===== src/design/asp_pkg.sv =====
// constants, register map and types of the async serial port
// assumes a single 100 MHz core clock and an Avalon-MM register slave
package asp_pkg;
   // ****************************************
   // register map (byte addresses)
   // ****************************************
   localparam logic [5:0] ADDR_DATA = 6'h00;
   localparam logic [5:0] ADDR_CTRL = 6'h04;
   localparam logic [5:0] ADDR_FMT = 6'h08;
   localparam logic [5:0] ADDR_BCON = 6'h0c;
   localparam logic [5:0] ADDR_RLL = 6'h10;
   localparam logic [5:0] ADDR_RLH = 6'h14;
   localparam logic [5:0] ADDR_ISTAT = 6'h18;
   localparam logic [5:0] ADDR_ICLR = 6'h1c;
   localparam logic [5:0] ADDR_IEN = 6'h20;

   // ****************************************
   // serial control fields
   // ****************************************
   localparam int CTL_RXRDY = 0;
   localparam int CTL_TXDONE = 1;
   localparam int CTL_RXEN = 2;
   localparam int CTL_OVR = 3;
   localparam int CTL_TXBUSY = 4;
   localparam int CTL_RXB9 = 5;
   localparam int CTL_PERR = 6;
   localparam int CTL_FERR = 7;

   // ****************************************
   // frame format fields
   // ****************************************
   localparam int FMT_W = 9;
   localparam int FMT_LEN = 0;
   localparam int FMT_PEN = 2;
   localparam int FMT_PTYPE = 3;
   localparam int FMT_XBE = 5;
   localparam int FMT_STOP2 = 6;
   localparam int FMT_MCE = 7;
   localparam int FMT_TXB9 = 8;
   localparam logic [FMT_W-1:0] FMT_RESET = 9'h003;
   localparam logic [1:0] LEN_5 = 2'h0;
   localparam logic [3:0] LEN_BASE = 4'h5;

   // ****************************************
   // baud generator control fields
   // ****************************************
   localparam int BCON_EN = 0;
   localparam int BCON_SRC = 1;
   localparam int BCON_PS = 2;
   localparam logic [5:0] PS_DIV1 = 6'h01;
   localparam logic [5:0] PS_DIV4 = 6'h04;
   localparam logic [5:0] PS_DIV12 = 6'h0c;
   localparam logic [5:0] PS_DIV48 = 6'h30;
   localparam logic [15:0] TMR_TOP = 16'hffff;

   // ****************************************
   // interrupt status bits and timing
   // ****************************************
   localparam int IRQ_TX = 0;
   localparam int IRQ_RX = 1;
   localparam int IRQ_OVR = 2;
   localparam int IRQ_W = 3;
   localparam logic [3:0] OVS_LAST = 4'hf;
   localparam logic [3:0] OVS_MID = 4'h7;

   typedef enum logic [1:0] {PAR_EVEN, PAR_ODD, PAR_MARK, PAR_SPACE} asp_par_e;
   typedef enum logic [2:0] {ST_IDLE, ST_START, ST_DATA, ST_NINTH, ST_STOP} asp_state_e;
endpackage


===== src/design/asp_top.sv =====
// async serial port: Avalon-MM registers, tx/rx framers, receive fifo
// assumes rxd_i is asynchronous to clock_i; waitrequest gives one wait cycle
// ****************************************
// Operation
// writes to the data location load the transmitter and reads return the receive fifo head.
// up to three received bytes are held before any is lost.
// tx done and rx ready flags are set by hardware and raise the interrupt when enabled.
// hardware never clears the flags; software clears them by writing zero.
// a software clear of rx ready is ignored while the receive fifo holds bytes.
// the baud timer is 16 bits, fed from the core clock through a 1/4/12/48 prescaler.
// nothing is sent or received while the baud generator is disabled.
// the baud timer counts up from the reload value and reloads on wrap.
// software should keep the baud rate at or below a sixteenth of the core clock.
// frames are start low, data lsb first, optional ninth bit, one or two stop high.
// data length is selectable from five to eight bits.
// parity is generated and checked as even, odd, mark or space.
// the extra bit is ignored while parity is enabled.
// two stop bits apply only to six, seven or eight data bits.
// a multiprocessor mode keeps only frames whose ninth bit is set.
// one bit lasts sixteen timer wraps and receive samples mid-bit.
// a byte arriving with the fifo full is dropped and flags overrun.
module asp_top
   import asp_pkg::*;
#(
   parameter int DEPTH = 3
) (
   input wire logic clock_i,
   input wire logic rst_b_i,
   input wire logic [5:0] address_i,
   input wire logic read_i,
   input wire logic write_i,
   input wire logic [31:0] writedata_i,
   output logic [31:0] readdata_o,
   output logic waitrequest_o,
   input wire logic rxd_i,
   output logic txd_o,
   output logic irq_o
);
   // ****************************************
   // helpers
   // ****************************************
   // parity bit of the selected type (even, odd, mark or space) over the active data bits
   function automatic logic par_of(input logic [7:0] d, input logic [1:0] len,
                                   input logic [1:0] ptype);
      logic [7:0] m;
      logic p;
      m = 8'hff >> (2'h3 - len);
      p = ^(d & m);
      case (ptype)
         PAR_EVEN: par_of = p;
         PAR_ODD: par_of = ~p;
         PAR_MARK: par_of = 1'b1;
         default: par_of = 1'b0;
      endcase
   endfunction

   function automatic logic [1:0] ptr_inc(input logic [1:0] p);
      ptr_inc = (p == 2'(DEPTH - 1)) ? 2'h0 : p + 2'h1;
   endfunction

   // ****************************************
   // declarations
   // ****************************************
   logic [FMT_W-1:0] fmt;
   logic [3:0] bcon;
   logic [15:0] reload;
   logic rx_en;
   logic rx_rdy;
   logic tx_done;
   logic ovr;
   logic perr;
   logic ferr;
   logic [IRQ_W-1:0] istat;
   logic [IRQ_W-1:0] ien;
   logic tick;
   logic acc;
   logic wr_acc;
   logic rd_acc;
   logic [8:0] fifo [0:DEPTH-1];
   logic [1:0] wptr;
   logic [1:0] rptr;
   logic [1:0] count;
   logic push;
   logic pop;
   logic ovr_evt;
   logic tx_evt;
   logic [8:0] rx_word;
   asp_state_e tx_st;
   logic [3:0] tx_ovs;
   logic [2:0] tx_bit;
   logic [7:0] tx_sh;
   logic tx_b9;
   logic tx_stop2;
   asp_state_e rx_st;
   logic [3:0] rx_ovs;
   logic [2:0] rx_bit;
   logic [7:0] rx_sh;
   logic rx_b9;
   logic [2:0] rx_sync;
   logic rx_lvl;
   logic ninth_en;
   logic stop2_ok;
   logic [2:0] last_bit;

   // ****************************************
   // format decode
   // ****************************************
   // extra bit only counts without parity; 5-bit frames get one stop
   assign ninth_en = fmt[FMT_PEN] || fmt[FMT_XBE];
   assign stop2_ok = fmt[FMT_STOP2] && (fmt[FMT_LEN+:2] != LEN_5);
   assign last_bit = 3'(LEN_BASE + 4'(fmt[FMT_LEN+:2]) - 4'h1);

   // ****************************************
   // Avalon-MM slave
   // ****************************************
   // a request is acted on at the edge where waitrequest is seen low
   assign acc = (read_i || write_i) && !waitrequest_o;
   assign wr_acc = write_i && !waitrequest_o;
   assign rd_acc = read_i && !waitrequest_o;
   assign pop = rd_acc && (address_i == ADDR_DATA) && (count != 2'h0);

   // one wait cycle per access, then release for one cycle
   always_ff @(posedge clock_i or negedge rst_b_i) begin
      if (!rst_b_i) begin
         waitrequest_o <= 1'b1;
      end else begin
         waitrequest_o <= !((read_i || write_i) && waitrequest_o);
      end
   end

   // read data prepared in the wait cycle; transmit data is never readable
   always_ff @(posedge clock_i or negedge rst_b_i) begin
      if (!rst_b_i) begin
         readdata_o <= '0;
      end else if (read_i && waitrequest_o) begin
         case (address_i)
            ADDR_DATA: readdata_o <= {24'h0, fifo[rptr][7:0]};
            ADDR_CTRL: readdata_o <= {24'h0, ferr, perr, fifo[rptr][8],
                                      (tx_st != ST_IDLE), ovr, rx_en, tx_done, rx_rdy};
            ADDR_FMT: readdata_o <= {23'h0, fmt};
            ADDR_BCON: readdata_o <= {28'h0, bcon};
            ADDR_RLL: readdata_o <= {24'h0, reload[7:0]};
            ADDR_RLH: readdata_o <= {24'h0, reload[15:8]};
            ADDR_ISTAT: readdata_o <= {29'h0, istat};
            ADDR_IEN: readdata_o <= {29'h0, ien};
            default: readdata_o <= '0;
         endcase
      end
   end

   // configuration registers
   always_ff @(posedge clock_i or negedge rst_b_i) begin
      if (!rst_b_i) begin
         fmt <= FMT_RESET;
         bcon <= '0;
         reload <= '0;
         rx_en <= 1'b0;
         ien <= '0;
      end else if (wr_acc) begin
         case (address_i)
            ADDR_FMT: fmt <= writedata_i[FMT_W-1:0];
            ADDR_BCON: bcon <= writedata_i[3:0];
            ADDR_RLL: reload[7:0] <= writedata_i[7:0];
            ADDR_RLH: reload[15:8] <= writedata_i[7:0];
            ADDR_CTRL: rx_en <= writedata_i[CTL_RXEN];
            ADDR_IEN: ien <= writedata_i[IRQ_W-1:0];
            default: ;
         endcase
      end
   end

   // ****************************************
   // baud rate generator
   // ****************************************
   asp_baud_gen #(.W(16)) u_baud (
      .clock_i(clock_i),
      .rst_b_i(rst_b_i),
      .en_i(bcon[BCON_EN]),
      .src_i(bcon[BCON_SRC]),
      .ps_sel_i(bcon[BCON_PS+:2]),
      .reload_i(reload),
      .tick_o(tick)
   );

   // ****************************************
   // transmitter
   // ****************************************
   // a write while busy is dropped: there is no transmit holding register
   always_ff @(posedge clock_i or negedge rst_b_i) begin
      if (!rst_b_i) begin
         tx_st <= ST_IDLE;
         tx_ovs <= '0;
         tx_bit <= '0;
         tx_sh <= '0;
         tx_b9 <= 1'b0;
         tx_stop2 <= 1'b0;
         txd_o <= 1'b1;
      end else if (!bcon[BCON_EN]) begin
         tx_st <= ST_IDLE;
         txd_o <= 1'b1;
      end else begin
         case (tx_st)
            ST_IDLE: begin
               if (wr_acc && address_i == ADDR_DATA) begin
                  tx_sh <= writedata_i[7:0];
                  tx_b9 <= fmt[FMT_PEN] ? par_of(writedata_i[7:0], fmt[FMT_LEN+:2],
                                                 fmt[FMT_PTYPE+:2]) : fmt[FMT_TXB9];
                  tx_stop2 <= stop2_ok;
                  tx_ovs <= '0;
                  tx_st <= ST_START;
                  txd_o <= 1'b0;
               end
            end
            default: begin
               if (tick) begin
                  tx_ovs <= tx_ovs + 4'h1;
                  if (tx_ovs == OVS_LAST) begin
                     case (tx_st)
                        ST_START: begin
                           tx_st <= ST_DATA;
                           tx_bit <= '0;
                           txd_o <= tx_sh[0];
                        end
                        ST_DATA: begin
                           tx_sh <= tx_sh >> 1;
                           tx_bit <= tx_bit + 3'h1;
                           if (tx_bit != last_bit) begin
                              txd_o <= tx_sh[1];
                           end else if (ninth_en) begin
                              tx_st <= ST_NINTH;
                              txd_o <= tx_b9;
                           end else begin
                              tx_st <= ST_STOP;
                              txd_o <= 1'b1;
                           end
                        end
                        ST_NINTH: begin
                           tx_st <= ST_STOP;
                           txd_o <= 1'b1;
                        end
                        default: begin
                           if (tx_stop2) begin
                              tx_stop2 <= 1'b0;
                           end else begin
                              tx_st <= ST_IDLE;
                           end
                        end
                     endcase
                  end
               end
            end
         endcase
      end
   end

   // done is flagged as the first stop bit begins
   assign tx_evt = bcon[BCON_EN] && tick && (tx_ovs == OVS_LAST) && (tx_st == ST_NINTH ||
                   (tx_st == ST_DATA && tx_bit == last_bit && !ninth_en));

   // ****************************************
   // receiver
   // ****************************************
   // three-stage synchroniser; a level counts once stages two and three agree
   always_ff @(posedge clock_i or negedge rst_b_i) begin
      if (!rst_b_i) begin
         rx_sync <= 3'h7;
         rx_lvl <= 1'b1;
      end else begin
         rx_sync <= {rx_sync[1:0], rxd_i};
         if (rx_sync[1] == rx_sync[2]) begin
            rx_lvl <= rx_sync[2];
         end
      end
   end

   assign rx_word = {rx_b9, rx_sh >> (3'h7 - last_bit)};
   // keep the word only if mp mode is off or its ninth bit is set
   assign push = (rx_st == ST_STOP) && tick && (rx_ovs == OVS_LAST) && rx_lvl
                 && (!fmt[FMT_MCE] || (ninth_en && rx_b9)) && (count != 2'(DEPTH));
   assign ovr_evt = (rx_st == ST_STOP) && tick && (rx_ovs == OVS_LAST) && rx_lvl
                    && (!fmt[FMT_MCE] || (ninth_en && rx_b9))
                    && (count == 2'(DEPTH));

   // start is checked mid-bit, later bits one bit time apart
   always_ff @(posedge clock_i or negedge rst_b_i) begin
      if (!rst_b_i) begin
         rx_st <= ST_IDLE;
         rx_ovs <= '0;
         rx_bit <= '0;
         rx_sh <= '0;
         rx_b9 <= 1'b0;
      end else if (!bcon[BCON_EN] || !rx_en) begin
         rx_st <= ST_IDLE;
      end else begin
         case (rx_st)
            ST_IDLE: begin
               if (!rx_lvl) begin
                  rx_st <= ST_START;
                  rx_ovs <= '0;
               end
            end
            ST_START: begin
               if (tick) begin
                  rx_ovs <= rx_ovs + 4'h1;
                  if (rx_ovs == OVS_MID) begin
                     rx_ovs <= '0;
                     rx_bit <= '0;
                     rx_st <= rx_lvl ? ST_IDLE : ST_DATA;
                  end
               end
            end
            default: begin
               if (tick) begin
                  rx_ovs <= rx_ovs + 4'h1;
                  if (rx_ovs == OVS_LAST) begin
                     case (rx_st)
                        ST_DATA: begin
                           rx_sh <= {rx_lvl, rx_sh[7:1]};
                           rx_bit <= rx_bit + 3'h1;
                           if (rx_bit == last_bit) begin
                              rx_st <= ninth_en ? ST_NINTH : ST_STOP;
                           end
                        end
                        ST_NINTH: begin
                           rx_b9 <= rx_lvl;
                           rx_st <= ST_STOP;
                        end
                        default: rx_st <= ST_IDLE;
                     endcase
                  end
               end
            end
         endcase
      end
   end

   // ****************************************
   // receive fifo
   // ****************************************
   always_ff @(posedge clock_i) begin
      if (push) begin
         fifo[wptr] <= {fmt[FMT_XBE] && !fmt[FMT_PEN] && rx_b9, rx_word[7:0]};
      end
   end

   // a full fifo drops the new word and keeps the old ones
   always_ff @(posedge clock_i or negedge rst_b_i) begin
      if (!rst_b_i) begin
         wptr <= '0;
         rptr <= '0;
         count <= '0;
      end else begin
         if (push) begin
            wptr <= ptr_inc(wptr);
         end
         if (pop) begin
            rptr <= ptr_inc(rptr);
         end
         count <= count + 2'(push) - 2'(pop);
      end
   end

   // ****************************************
   // status flags
   // ****************************************
   // software clears by writing zero; hardware set wins over the clear
   always_ff @(posedge clock_i or negedge rst_b_i) begin
      if (!rst_b_i) begin
         rx_rdy <= 1'b0;
         tx_done <= 1'b0;
         ovr <= 1'b0;
         perr <= 1'b0;
         ferr <= 1'b0;
      end else begin
         if (wr_acc && address_i == ADDR_CTRL) begin
            if (!writedata_i[CTL_RXRDY] && count == 2'h0) begin
               rx_rdy <= 1'b0;
            end
            if (!writedata_i[CTL_TXDONE]) begin
               tx_done <= 1'b0;
            end
            if (!writedata_i[CTL_OVR]) begin
               ovr <= 1'b0;
            end
            if (!writedata_i[CTL_PERR]) begin
               perr <= 1'b0;
            end
            if (!writedata_i[CTL_FERR]) begin
               ferr <= 1'b0;
            end
         end
         if (push) begin
            rx_rdy <= 1'b1;
            if (fmt[FMT_PEN] && rx_b9 != par_of(rx_word[7:0], fmt[FMT_LEN+:2],
                                                fmt[FMT_PTYPE+:2])) begin
               perr <= 1'b1;
            end
         end
         if (tx_evt) begin
            tx_done <= 1'b1;
         end
         if (ovr_evt) begin
            ovr <= 1'b1;
         end
         if (rx_st == ST_STOP && tick && rx_ovs == OVS_LAST && !rx_lvl) begin
            ferr <= 1'b1;
         end
      end
   end

   // ****************************************
   // interrupts
   // ****************************************
   // sticky events; a write of one clears, a same-cycle event wins
   always_ff @(posedge clock_i or negedge rst_b_i) begin
      if (!rst_b_i) begin
         istat <= '0;
         irq_o <= 1'b0;
      end else begin
         istat <= (istat & ~((wr_acc && address_i == ADDR_ICLR) ?
                   writedata_i[IRQ_W-1:0] : {IRQ_W{1'b0}}))
                  | {ovr_evt, push, tx_evt};
         irq_o <= |(istat & ien);
      end
   end
endmodule


===== src/design/asp_baud_gen.sv =====
// baud rate generator: prescaler plus 16-bit up-counting reload timer
// assumes enable, selects and reload come from flops on the same clock
module asp_baud_gen
   import asp_pkg::*;
#(
   parameter int W = 16
) (
   input wire logic clock_i,
   input wire logic rst_b_i,
   input wire logic en_i,
   input wire logic src_i,
   input wire logic [1:0] ps_sel_i,
   input wire logic [W-1:0] reload_i,
   output logic tick_o
);
   // ****************************************
   // prescaler
   // ****************************************
   logic [5:0] pcnt;
   logic [5:0] plim;
   logic pre_tick;
   logic [W-1:0] tmr;

   always_comb begin
      case (ps_sel_i)
         2'h0: plim = PS_DIV1;
         2'h1: plim = PS_DIV4;
         2'h2: plim = PS_DIV12;
         default: plim = PS_DIV48;
      endcase
   end

   // src high bypasses the prescaler and ticks on every core clock
   assign pre_tick = en_i && (src_i || (pcnt == plim - 6'h01));

   always_ff @(posedge clock_i or negedge rst_b_i) begin
      if (!rst_b_i) begin
         pcnt <= '0;
      end else if (!en_i || pre_tick) begin
         pcnt <= '0;
      end else begin
         pcnt <= pcnt + 6'h01;
      end
   end

   // ****************************************
   // reload timer
   // ****************************************
   // counts up from reload, reloads on the wrap past all ones
   always_ff @(posedge clock_i or negedge rst_b_i) begin
      if (!rst_b_i) begin
         tmr <= '0;
         tick_o <= 1'b0;
      end else if (!en_i) begin
         tmr <= reload_i;
         tick_o <= 1'b0;
      end else begin
         tick_o <= pre_tick && (tmr == TMR_TOP[W-1:0]);
         if (pre_tick) begin
            tmr <= (tmr == TMR_TOP[W-1:0]) ? reload_i : tmr + 1'b1;
         end
      end
   end
endmodule


===== config.mk =====
export PLATFORM = sky130hd
export DESIGN_NAME = asp_top
export DESIGN_NICKNAME = d
export VERILOG_FILES = /design/src/design/asp_pkg.sv /design/src/design/asp_top.sv /design/src/design/asp_baud_gen.sv
export SDC_FILE = /design/constraint.sdc
export NUM_CORES = 1
export LEC_CHECK = 0
export BUFFER_PORTS_ARGS = -buffer_cell sky130_fd_sc_hd__buf_4
export CAP_MARGIN = 0
export CORE_MARGIN = 2
export CORE_UTILIZATION = 45
export CTS_CLUSTER_DIAMETER = 50
export DETAILED_ROUTE_END_ITERATION = 8
export GPL_TIMING_DRIVEN = 0
export SKIP_LAST_GASP = 1
export SLEW_MARGIN = 15
export SYNTH_ARGS = -nofsm -noshare
export SYNTH_HDL_FRONTEND = slang
export SYNTH_SLANG_ARGS = --single-unit

===== constraint.sdc =====
create_clock -name clock_i -period 4.68 [get_ports clock_i]
set_input_delay 0.936 -clock clock_i [delete_from_list [all_inputs] [get_ports clock_i]]
set_output_delay 0.936 -clock clock_i [all_outputs]
set_load 0.01 [all_outputs]

Yosys cells after proc, flatten, opt, wreduce, memory -nomap -nowiden
Memory sizes are Yosys's and may differ from the RTL's.
Index checks and enable logic that the tools add are counted.

word-level totals
  flip-flop bits (word level) = 148
  RAM bits = 27
  input bits = 43
  output and inout port bits = 35
  word-level logic and storage cells = 296
  memories = 1

memories
  memory  depth  bits a word  rd ports  clocked after memory_dff  write ports  line           text
  fifo    3      9            1         0                         1            asp_top.sv:79  logic [8:0] fifo [0:DEPTH-1];

cells by class
  add/sub/neg operators = 15
  eq/ne operators = 52
  shift operators = 2
  mux-type cells = 84
  bitwise logic cells = 12
  reductions and logical operators = 95

operator list
  cell                                                                      number
  9-bit case mux with 8 select lines                                        1
  3-bit two-way mux                                                         21
  16-bit two-way mux                                                        3
  8-bit two-way mux                                                         5
  1-bit two-way mux                                                         33
  5-bit AND reduction                                                       6
  1-bit logical AND                                                         29
  4-bit two-way mux                                                         7
  2-bit nonzero test                                                        14
  6-bit by 5-bit == test with 1-bit output (second input constant)          4
  3-bit case mux with 2 select lines                                        4
  2-bit AND reduction                                                       10
  6-bit case mux with 3 select lines                                        1
  16-bit by 1-bit adder with 16-bit output (second input constant)          1
  8-bit bitwise AND                                                         2
  16-bit == test (second input constant)                                    1
  8-bit XOR reduction                                                       2
  3-bit by 2-bit == test with 1-bit output (second input constant)          4
  6-bit by 4-bit == test with 1-bit output (second input constant)          2
  2-bit by 1-bit inequality test with 1-bit output (second input constant)  6
  6-bit AND reduction                                                       2
  2-bit == test (second input constant)                                     5
  1-bit zero test                                                           9
  3-bit inequality test (second input constant)                             3
  51 further kinds                                                          85

Logic depth before layout (Yosys ltp)
Gate-level depths: netlist of run 1.

  word-level depth = 13
  mapped depth = 11
  mapped depth without buffers = 11

By module
A second synthesis of run 1 with hierarchy kept.

second synthesis, totals
  cell total of the unflattened synthesis = 791
  area total of the unflattened synthesis = 8,087.8 µm²

by module, submodules not included
  module        times used  cells an instance  area each (µm²)  seq. area each (µm²)
  asp_top       1           626                6,602.6          3,373.2
  asp_baud_gen  1           165                1,485.2          575.6

Worst setup path before layout of run 1
No wires, ideal clock.

  kind = input to register
  from = input address_i[2]
  to = register count[1]
  setup time = 0.080 ns
  arrival = 2.780 ns
  data required time = 4.600 ns
  path slack = 1.820 ns
  stages on the path = 10
  path buffers = 1
  cells stage by stage = buf_2 -> nor3_1 -> nand2_1 -> or4b_1 -> inv_1 -> ha_1 -> inv_1 -> ha_1 -> xnor2_1 -> xnor2_1

on the way
  cells in the longest elaborated chain, start to end = 4

ends and longest elaborated chain
  what                                         line            text
  from (decl)                                  asp_top.sv:29   input wire logic [5:0] address_i,
  6-bit zero test                              asp_top.sv:120  assign pop = rd_acc && (address_i == ADDR_DATA) && (count != 2'h0);
  1-bit logical AND (2 in series)              asp_top.sv:120
  via pop                                      asp_top.sv:84   logic pop;
  2-bit by 1-bit subtractor with 2-bit output  asp_top.sv:359  count <= count + 2'(push) - 2'(pop);
  to (signal assigned)                         asp_top.sv:359
  to (decl)                                    asp_top.sv:82   logic [1:0] count;

The timed path passes the listed nets, and every way through them passes these cells.
A chain may end at the register's enable or synchronous reset.

Worst setup path after layout of run 1
  from = register rx_ovs[0]
  to = memory fifo[1][6] (enable)

on the way
  cells in the longest elaborated chain, start to end = 7

ends and longest elaborated chain
  what                                     line            text
  from (decl)                              asp_top.sv:95   logic [3:0] rx_ovs;
  from (signal assigned)                   asp_top.sv:304  rx_ovs <= rx_ovs + 4'h1;
  from (signal assigned)                   asp_top.sv:314  rx_ovs <= rx_ovs + 4'h1;
  4-bit == test                            asp_top.sv:278  assign push = (rx_st == ST_STOP) && tick && (rx_ovs == OVS_LAST) && rx_lvl
  1-bit logical AND (2 in series)          asp_top.sv:278
  1-bit logical AND (2 in series)          asp_top.sv:279  && (!fmt[FMT_MCE] || (ninth_en && rx_b9)) && (count != 2'(DEPTH));
  1-bit two-way mux                        asp_top.sv:341  if (push) begin
  1-bit two-way mux (implied by the code)  asp_top.sv:342  fifo[wptr] <= {fmt[FMT_XBE] && !fmt[FMT_PEN] && rx_b9, rx_word[7:0]};
  to (decl)                                asp_top.sv:79

No other way between the ends.

==> metrics.md, run 1 <==
| Metric | Value |
|---|---|
| Crit path launch type | `flop` |
| TritonCTS clock tree | `yes` |
| Seq cells post-synth | `152` |
| DRC viols | `0` |
| Syn avg cell area | `10.2 um^2` |
| Max-Slew Margin vs Limit | `41.7%` |
| WL/cell | `18.2 um` |
| Yosys warns | `0` |
| Dpl ws | `1330 ps` |
| CTS buffer count | `17` |
| CP Capture Type | `flop` |
| Final Cycle Share | `67.0%` |
| Slew at the pin closest to its max-slew limit | `867 ps` |
| Hold Path Stages | `0` |
| Stages on the worst setup path | `7` |
| Placed Cells | `1065` |
| Iteration-0 DRC Markers | `581` |
| Worst hold path type | `flop to flop` |
| Most frequent cells in the layout | `dfrtp_1, nand2_1, nor2_1, o21ai_0, buf_4` |
| Final Non-Filler Cells | `1097` |
| Synth async-reset ratio | `82.2%` |
| Setup Skew | `10.1 ps` |
| Setup TNS | `0 ps` |
| Critical Path AT | `3180 ps` |
| Global-route wire length before repair | `32.0 mm` |
| Vias in the first global route | `6049` |
| P_leak | `3.99 nW` |
| Via count | `6288` |
| Vias per cell | `5.73` |
| Post-DP HPWL | `14.4 mm` |
| PnR worst setup slack | `1550 ps` |
| Reg2reg path depth | `7` |
| ANT cells | `0` |
| Die Wd | `138 um` |
| Max-slew violation count | `0` |
| Critical path, cell by cell | `ha_1, nand3_1, nor4_1, and3_1, and2_1, inv_1, nor3b_2` |
| I/O Buffers | `24` |
| Number of synthesized flops with an enable pin | `27` |
| CTS hold repair buffers | `0` |
| # fillers | `1574` |
| Peak supply drop | `0.260 mV` |
| Endpoints failing setup | `0` |
| Root Driver | `clkbuf_16` |
| Fmax | `319 MHz` |
| Initial antenna violation count | `0` |
| Power Dens Cells | `385 nW/um^2` |
| Gr usage total | `22.2%` |
| Setup Fix Bufs, Post-CTS | `0` |
| GPL Wtd Cong | `0.868` |
| CP Buf/Inv Count | `1` |
| Final wirelength | `20.0 mm` |
| P&R area growth vs syn | `14.4%` |
| Top FF cell, synth | `dfrtp_1` |
| # rows | `48` |
| Gate Count Post-Synth | `792` |
| Share of layout cells above drive strength 1 | `17.4%` |
| FF/Latch Area | `3950 um^2` |
| Max-cap viol count | `0` |
| Crit path required time | `4730 ps` |
| Seq/Total Area, Yosys | `49.0%` |
| Total gr overflow | `0` |
| Die area | `19000 um^2` |
| Final Util | `52.9%` |
| CP max stage delay | `700 ps` |
| H-tree levels | `4` |
| Initial core utilization | `46.3%` |
| Final-report hold violation count | `0` |
| Core region area | `17400 um^2` |
| TritonCTS Sinks | `152` |
| Post_cts resized | `0` |
| Post-Syn Area | `8060 um^2` |
| Max clock buf depth | `2` |
| Multi-input gate area | `3760 um^2` |
| Crit path max-delay family | `simple AND/OR/NAND/NOR gates` |
| Status | `finished, final reports clean` |
| Slowest cell on crit path | `nor3b_2` |
| RSZ-0062 raised after global routing | `no` |
| Crit Path Category | `flop to flop` |
| Synth cell types | `70` |
| Final min period | `3130 ps` |
| Worst-Skew Late Latency | `430 ps` |
| Num ports | `78` |
| Commonest non-fill, non-tap cell in the layout | `dfrtp_1` |
| Nets | `910` |
| DR pass1 iterations | `5` |
| DIE HEIGHT | `138 um` |
| Critical path peak fanout | `9` |
| Clock-pin slew on the worst setup and hold paths | `60 ps` |
| Largest net degree at the start of global routing | `74` |
| Post-DRT Antenna Nets | `0` |
==> report_power, final <==
group	total [W]	leakage [nW]	internal, W	switching (W)
sequential	0.00161	1.82	0.00147	0.000133
combinational	0.000616	1.90	0.000245	0.000371
clock	0.00133	0.278	0.000807	0.000522
==> layer usage <==
metal  routed length, um  track usage [%]  vias up
met1                9100             30.6     3110
met4                 353             8.50        0
met2                9430             34.8      208
li1                    -                -     2944
met3                1100             4.08       26
met5                   0                0        -
==> cell usage after synthesis, types with 10 or more instances <==
library cell  instances  share of area [%]
nand3_1              24                1.5
mux2_2               42                5.9
buf_2                10               0.62
nor2_1               58                2.7
edfxtp_1             27                 10
a21oi_1              41                2.5
and3_1               13                1.0
nand2_1              83                3.9
clkbuf_1             29                1.4
buf_4                23                2.1
nor4_1               10               0.78
dfrtp_1             117                 36
mux2i_1              43                5.3
o21ai_0              58                3.6
o21ai_1              11               0.68
inv_1                18               0.84
nor3_1               20                1.2
xnor2_1              19                2.1
==> area by class of cell <==
type                    instances  share of cell area [%]
clock buffers                  22                    5.05
plain buffers                  68                    4.14
inverters                      18                   0.733
clock inverters                10                    1.09
repair buffers                 26                    2.37
well taps                     225                    3.05
flip-flops and latches        152                    42.8
multi-input cells             576                    40.7
==> worst register-to-register path: stages (launching register included) <==
cell and delay, ps:
dfrtp_1 390, ha_1 220, nand3_1 200, nor4_1 440
and3_1 310, and2_1 300, inv_1 180, nor3b_2 700
==> final timing paths <==
check | from | to | slack [ps]
max in group asynchronous | rst_b_i | txd_o | 3410
worst min register to register | rx_sync[0] | rx_sync[1] | 350
min in group asynchronous | rst_b_i | rptr[0] | 470
worst max register to register | rx_ovs[0] | fifo[1][6] | 1550
worst max-delay path | rx_ovs[0] | fifo[1][6] | 1550
worst min-delay path | rx_sync[0] | rx_sync[1] | 350
==> metrics by stage <==
stage	cell area [um^2]	hold slack, ps	power, W
finish	9220	354	0.00355
detailed placement	8660	347	0.00223
global placement	8600	347	0.00220
global route	9220	365	0.00372
CTS	9220	356	0.00357
floorplan	8140	345	0.00202
==> kinds of logic after synthesis <==
family	synth area share [%]
other cells	0.0465
xor+xnor	3.32
flops	49.0
compound gates	13.8
buf+inv	5.57
fa+ha+maj	1.37
simple gates	14.8
mux	12.0
==> flip-flops by register name, indices dropped and copies added (netlist names), 4 cells and up <==
register / count
u_baud.tmr: 16
fmt: 9
readdata_o: 9
u_baud.pcnt: 6
bcon: 4
tx_ovs: 4
fifo: 27
rx_ovs: 4
tx_sh: 8
rx_sh: 8
reload: 16
(Power assumes the default switching activity.)
==> inputs of run 2 (changes only) <==
clock period = 3 ns   (was 4.68 ns; I/O delays follow)
==> metrics.md, run 2 (same netlist as run 1, synthesis figures left out) <==
| Metric | Value |
|---|---|
| Root Driver | `clkbuf_16` |
| Psw | `0.00160 W (+56%)` |
| Final-report hold violation count | `0 (unchanged)` |
| Crit path top cell by count | `ha_1` |
| H-tree levels | `4 (unchanged)` |
| Via count | `6271 (-0.27%)` |
| # fillers | `1566 (-0.51%)` |
| Total gr overflow | `0 (unchanged)` |
| R2r startpoint | `rx_ovs[0]` |
| Worst-Skew Late Latency | `430 ps (about the same)` |
| Core region area | `17400 um^2 (unchanged)` |
| DR pass1 iterations | `5 (unchanged)` |
| CTS hold repair buffers | `0 (unchanged)` |
| Max-Slew Margin vs Limit | `43.0% (+1.3 points)` |
| Sw frac | `28.9% (+0.034 points)` |
| Slew at the pin closest to its max-slew limit | `847 ps (-19.9 ps)` |
| Placed Cells | `1065 (unchanged)` |
| Fmax | `360 MHz (+13%)` |
| Slowest cell on crit path | `dfrtp_1` |
| Biggest regs | `fifo (27), reload (16), u_baud.tmr (16)` |
| Flop pwr share | `45.2% (about the same)` |
| Endpoints failing setup | `0 (unchanged)` |
| # rows | `48 (unchanged)` |
| GPL Wtd Cong | `0.868 (unchanged)` |
| Max reg flops | `27 (unchanged)` |
| ANT cells | `0 (unchanged)` |
| Power Dens Cells | `599 nW/um^2 (+56%)` |
| Largest net degree at the start of global routing | `74 (unchanged)` |
| Clk network pwr share | `37.4% (about the same)` |
| I/O Buffers | `24 (unchanged)` |
| CP Capture Type | `flop` |
| Multi-input gate area | `3790 um^2 (+0.77%)` |
| Post-DRT Antenna Nets | `0 (unchanged)` |
| WL/cell | `18.3 um (+0.38%)` |
| Max-slew violation count | `0 (unchanged)` |
| DRC viols | `0 (unchanged)` |
| Final Non-Filler Cells | `1097 (unchanged)` |
| Critical Path AT | `3130 ps (-50 ps)` |
| Worst hold path type | `input pin to async pin` |
| Crit Path Category | `flop to flop` |
| Most frequent cells in the layout | `dfrtp_1, nand2_1, nor2_1, o21ai_0, buf_4` |
| Clock-pin slew on the worst setup and hold paths | `60 ps (about the same)` |
| Max clock buf depth | `2 (unchanged)` |
| Crit path required time | `3350 ps (-1380 ps)` |
| CTS buffer count | `17 (unchanged)` |
| TritonCTS clock tree | `yes` |
| TritonCTS Sinks | `152 (unchanged)` |
| Crit path max-delay family | `simple AND/OR/NAND/NOR gates` |
| R2R Path End | `count[1]` |
| CP Buf/Inv Count | `2 (+1)` |
| Critical path, cell by cell | `ha_1, nand3_1, nor4_4, and3_1, and2_2, inv_1, ha_1, inv_1, ha_1, xnor2_1, xnor2_1` |
| P&R area growth vs syn | `14.8%` |
| Num ports | `78 (unchanged)` |
| Critical path peak fanout | `6 (-3)` |
| Dpl ws | `-95.9 ps (-1430 ps)` |
| Nets | `910 (unchanged)` |
| Share of layout cells above drive strength 1 | `17.7% (+0.23 points)` |
| Die Wd | `138 um (unchanged)` |
| Met2 global-route usage | `34.8% (unchanged)` |
| Pint | `0.00394 W (+56%)` |
| Placed cell areas | `8660 um^2 (unchanged)` |
| Final min period | `2780 ps (-355 ps)` |
| Global-route wire length before repair | `32.0 mm (unchanged)` |
| Max-cap viol count | `0 (unchanged)` |
| M1 GR Usage | `30.6% (unchanged)` |
| Reg2reg path depth | `11 (+4)` |
| CP max stage delay | `390 ps (-310 ps)` |
| Final wirelength | `20.1 mm (+0.38%)` |
| Crit path launch type | `flop` |
| Setup Skew | `10.9 ps (+0.766 ps)` |
| Iteration-0 DRC Markers | `614 (+5.7%)` |
| Global routing usage on met3 | `4.08% (unchanged)` |
| Vias per cell | `5.72 (-0.27%)` |
| Design Area, Final | `9250 um^2 (+0.31%)` |
| FF/Latch Area | `3950 um^2 (unchanged)` |
| Peak supply drop | `0.405 mV (+56%)` |
| Post-DP HPWL | `14.4 mm (unchanged)` |
| Die area | `19000 um^2 (unchanged)` |
| Final Cycle Share | `92.6% (+26 points)` |
| DIE HEIGHT | `138 um (unchanged)` |
| PnR worst setup slack | `221 ps (-1320 ps)` |
| Status | `finished, final reports clean` |
| Vias in the first global route | `6049 (unchanged)` |
| Setup TNS | `0 ps (unchanged)` |
| P_leak | `4.00 nW (about the same)` |
| Initial antenna violation count | `0 (unchanged)` |
| Busiest grt layer | `met2` |
| Most flops, register | `fifo` |
| R2r setup slk | `220 ps (-1320 ps)` |
| Gr usage total | `22.2% (unchanged)` |
| Initial core utilization | `46.3% (unchanged)` |
| Commonest non-fill, non-tap cell in the layout | `dfrtp_1` |
| Final Util | `53.1% (+0.17 points)` |
| Combinational share of power | `17.4% (about the same)` |
## run 2: routing by layer
metal  share of wire [%]  wire, um
met3                 6.0      1200
met4                 1.8       371
met2                  47      9440
met5                   0         0
met1                  45      9050
## run 2: cell type report
type                    instances  area share [%]
clock buffers                  22            5.03
inverters                      18           0.730
well taps                     225            3.04
multi-input cells             576            40.9
clock inverters                10            1.08
plain buffers                  68            4.13
flip-flops and latches        152            42.7
repair buffers                 26            2.37
## run 2: worst max-delay path by stage
stage              start    endpoint  depth (start not counted)
2_1_floorplan  rx_ovs[0]  fifo[1][0]                          7
3_3_place_gp   rx_ovs[0]  fifo[1][6]                          7
3_5_place_dp   rx_ovs[0]  fifo[2][6]                          7
4_1_cts        rx_ovs[0]  fifo[2][7]                          7
5_1_grt        rx_ovs[0]    count[1]                         11
6_report       rx_ovs[0]    count[1]                         11
## run 2: timing repair
item	4_1_cts	5_1_grt
endpoints found under the hold margin	0	0
gates resized for setup	0	5
buffers inserted	0	0
endpoints found under the setup margin	18	19
## run 2: stage by stage
stage	total power, W	hold WS, ps
floorplan	0.00315	304
global placement	0.00344	347
detailed placement	0.00349	347
CTS	0.00557	152
global route	0.00580	174
finish	0.00554	136
## run 2: worst reg2reg max path, stage by stage, from the launching register on
cell and delay [ps]:
dfrtp_1 390, ha_1 220, nand3_1 240, nor4_4 310, and3_1 270, and2_2 240, inv_1 170, ha_1 330
inv_1 40, ha_1 170, xnor2_1 170, xnor2_1 130
## run 2: power groups by stage
stage / registers [W] / logic, W / clock network (W)
after detailed placement: 0.00253 / 0.000952 / 0
after CTS: 0.00250 / 0.000959 / 0.00211
final: 0.00251 / 0.000962 / 0.00208
after global placement: 0.00252 / 0.000918 / 0
after global routing: 0.00253 / 0.00107 / 0.00220
after floorplan: 0.00248 / 0.000676 / 0
==> inputs of run 3 (changes only) <==
RECOVER_POWER = 50   (was unset)
SLEW_MARGIN = unset   (was 15)
==> metrics.md, run 3 (same netlist as run 1, synthesis figures left out) <==
| Metric | Value |
|---|---|
| Setup Skew | `11.3 ps (+0.476 ps)` |
| DRC viols | `0 (unchanged)` |
| Placed Cells | `1064 (-0.094%)` |
| Share of layout cells above drive strength 1 | `16.2% (-1.5 points)` |
| R2r startpoint | `fmt[1]` |
| Final-report hold violation count | `0 (unchanged)` |
| DR pass1 iterations | `5 (unchanged)` |
| Crit path required time | `3320 ps (-30 ps)` |
| CP Capture Type | `flop` |
| Hold EP | `rx_sync[0]` |
| Hold Path Stages | `1` |
| Endpoints failing setup | `0 (unchanged)` |
| Max-cap viol count | `1 (+1)` |
| Worst-Skew Late Latency | `430 ps (about the same)` |
| I/O Buffers | `24 (unchanged)` |
| Global-route wire length before repair | `32.3 mm (+0.99%)` |
| H-tree levels | `4 (unchanged)` |
| # fillers | `1554 (-0.77%)` |
| Hold WS | `276 ps (+139 ps)` |
| Hold Crit Start | `rxd_i` |
| Die area | `19000 um^2 (unchanged)` |
| Commonest non-fill, non-tap cell in the layout | `dfrtp_1` |
| Initial core utilization | `46.3% (unchanged)` |
| Max reg flops | `27 (unchanged)` |
| Peak supply drop | `0.425 mV (+5.2%)` |
| Crit Path Category | `flop to flop` |
| WL/cell | `18.4 um (+0.45%)` |
| ANT cells | `0 (unchanged)` |
| Placed cell areas | `8650 um^2 (about the same)` |
| Nets | `909 (-0.11%)` |
| Status | `finished with violations` |
| Root Driver | `clkbuf_16` |
| Biggest regs | `fifo (27), reload (16), u_baud.tmr (16)` |
| GPL Wtd Cong | `0.868 (unchanged)` |
| Slew at the pin closest to its max-slew limit | `2200 ps (+1360 ps)` |
| TritonCTS Sinks | `152 (unchanged)` |
| RSZ-0062 raised after global routing | `no` |
| Crit path launch type | `flop` |
| Reg2reg path depth | `7 (-4)` |
| Clock-pin slew on the worst setup and hold paths | `60 ps (about the same)` |
| Max-Slew Margin vs Limit | `-46.8% (-90 points)` |
| P_leak | `3.99 nW (about the same)` |
| Design Area, Final | `9370 um^2 (+1.3%)` |
| Initial antenna violation count | `0 (unchanged)` |
| R2R Path End | `perr` |
| Largest net degree at the start of global routing | `90 (+22%)` |
| Most flops, register | `fifo` |
| Via count | `6266 (-0.080%)` |
| Max-slew violation count | `37 (+37)` |
| Worst hold path type | `input pin to flop` |
| DIE HEIGHT | `138 um (unchanged)` |
| Core region area | `17400 um^2 (unchanged)` |
| Power Dens Cells | `650 nW/um^2 (+8.5%)` |
| Vias in the first global route | `6016 (-0.55%)` |
| Gr usage total | `22.5% (+0.30 points)` |
| PnR worst setup slack | `228 ps (+6.10 ps)` |
| Dpl ws | `-119 ps (-22.9 ps)` |
| Critical Path AT | `3090 ps (-40 ps)` |
| Post-DRT Antenna Nets | `0 (unchanged)` |
| P&R area growth vs syn | `16.2%` |
| # rows | `48 (unchanged)` |
| Violated checks | `max-capacitance violations, max-slew violations` |
| CTS hold repair buffers | `0 (unchanged)` |
| Setup Fix Bufs, Post-CTS | `0 (unchanged)` |
| Num ports | `78 (unchanged)` |
| Most frequent cells in the layout | `dfrtp_1, nand2_1, nor2_1, o21ai_0, clkbuf_1` |
| CTS buffer count | `17 (unchanged)` |
| Vias per cell | `5.72 (about the same)` |
| Final wirelength | `20.1 mm (+0.35%)` |
| Final min period | `2770 ps (-6.10 ps)` |
| Iteration-0 DRC Markers | `541 (-12%)` |
| Final Non-Filler Cells | `1096 (-0.091%)` |
| Die Wd | `138 um (unchanged)` |
| R2r setup slk | `230 ps (about the same)` |
| Fmax | `361 MHz (+0.22%)` |
| TritonCTS clock tree | `yes` |
| Final Cycle Share | `92.4% (-0.20 points)` |
| Final Util | `53.8% (+0.67 points)` |
| Total gr overflow | `0 (unchanged)` |
| Max clock buf depth | `2 (unchanged)` |
| Post-DP HPWL | `14.5 mm (+0.26%)` |
| Critical path peak fanout | `10 (+4)` |
## run 3: cell types whose count changed in the layout (fill, tap and decap cells not counted), moves of 2 or more
cell	delta
clkinv_2	-3
dfstp_2	-3
clkinv_1	-2
bufinv_16	+5
dfstp_1	+3
buf_6	-2
clkbuf_1	+12
buf_2	-3
buf_4	-13
clkbuf_8	+2
## run 3: repair_timing
item                       4_1_cts  5_1_grt
pin swaps                        0        1
setup endpoints to repair       27       30
hold endpoints to repair         0        0
resized for setup                0        7
## run 3: worst max-delay path, cell delays in order (launching register included)
cell and delay, ps:
dfstp_2 510, clkbuf_1 270, clkbuf_1 530, mux2i_1 170, mux2i_1 230, xnor3_1 400
or3_1 320, a41o_1 230
## run 3: through the flow
step           total power (W)  setup TNS, ps
2_1_floorplan          0.00315              0
6_report               0.00609              0
3_3_place_gp           0.00344         -13780
5_1_grt                0.00635              0
4_1_cts                0.00613          -3850
3_5_place_dp           0.00349          -2930
## run 3: cell type report
cell class | instances | area (um^2) | share of cell area, %
Buffer | 68 | 370 | 3.95
Tap cell | 225 | 282 | 3.01
Clock buffer | 21 | 503 | 5.37
Clock inverter | 11 | 235 | 2.51
Timing Repair Buffer | 25 | 163 | 1.74
Inverter | 18 | 67.6 | 0.721
Sequential cell | 152 | 3950 | 42.2
Multi-Input combinational cell | 576 | 3800 | 40.5
## run 3: per-layer routing
layer	track usage (%)	vias up	share of wire, %
li1	-	2936	-
met1	31.4	3080	45
met2	35.6	216	47
met3	3.68	34	5.5
met4	7.77	0	1.9
met5	0	-	0
## run 3: power by group
group / internal, W / switching (W) / leakage (nW) / total (W)
combinational: 0.000373 / 0.000583 / 1.82 / 0.000956
clock: 0.00179 / 0.000847 / 0.356 / 0.00263
sequential: 0.00230 / 0.000204 / 1.82 / 0.00250
## run 3: worst max path at each step
stage	to	from	slack, ps	cells after the start
floorplan	fifo[1][0]	rx_ovs[0]	340	7
global placement	fifo[1][6]	rx_ovs[0]	-530	7
detailed placement	fifo[1][4]	rx_ovs[0]	-120	7
CTS	fifo[0][7]	rx_ovs[0]	-160	7
global route	perr	fmt[1]	70	7
finish	perr	fmt[1]	230	7
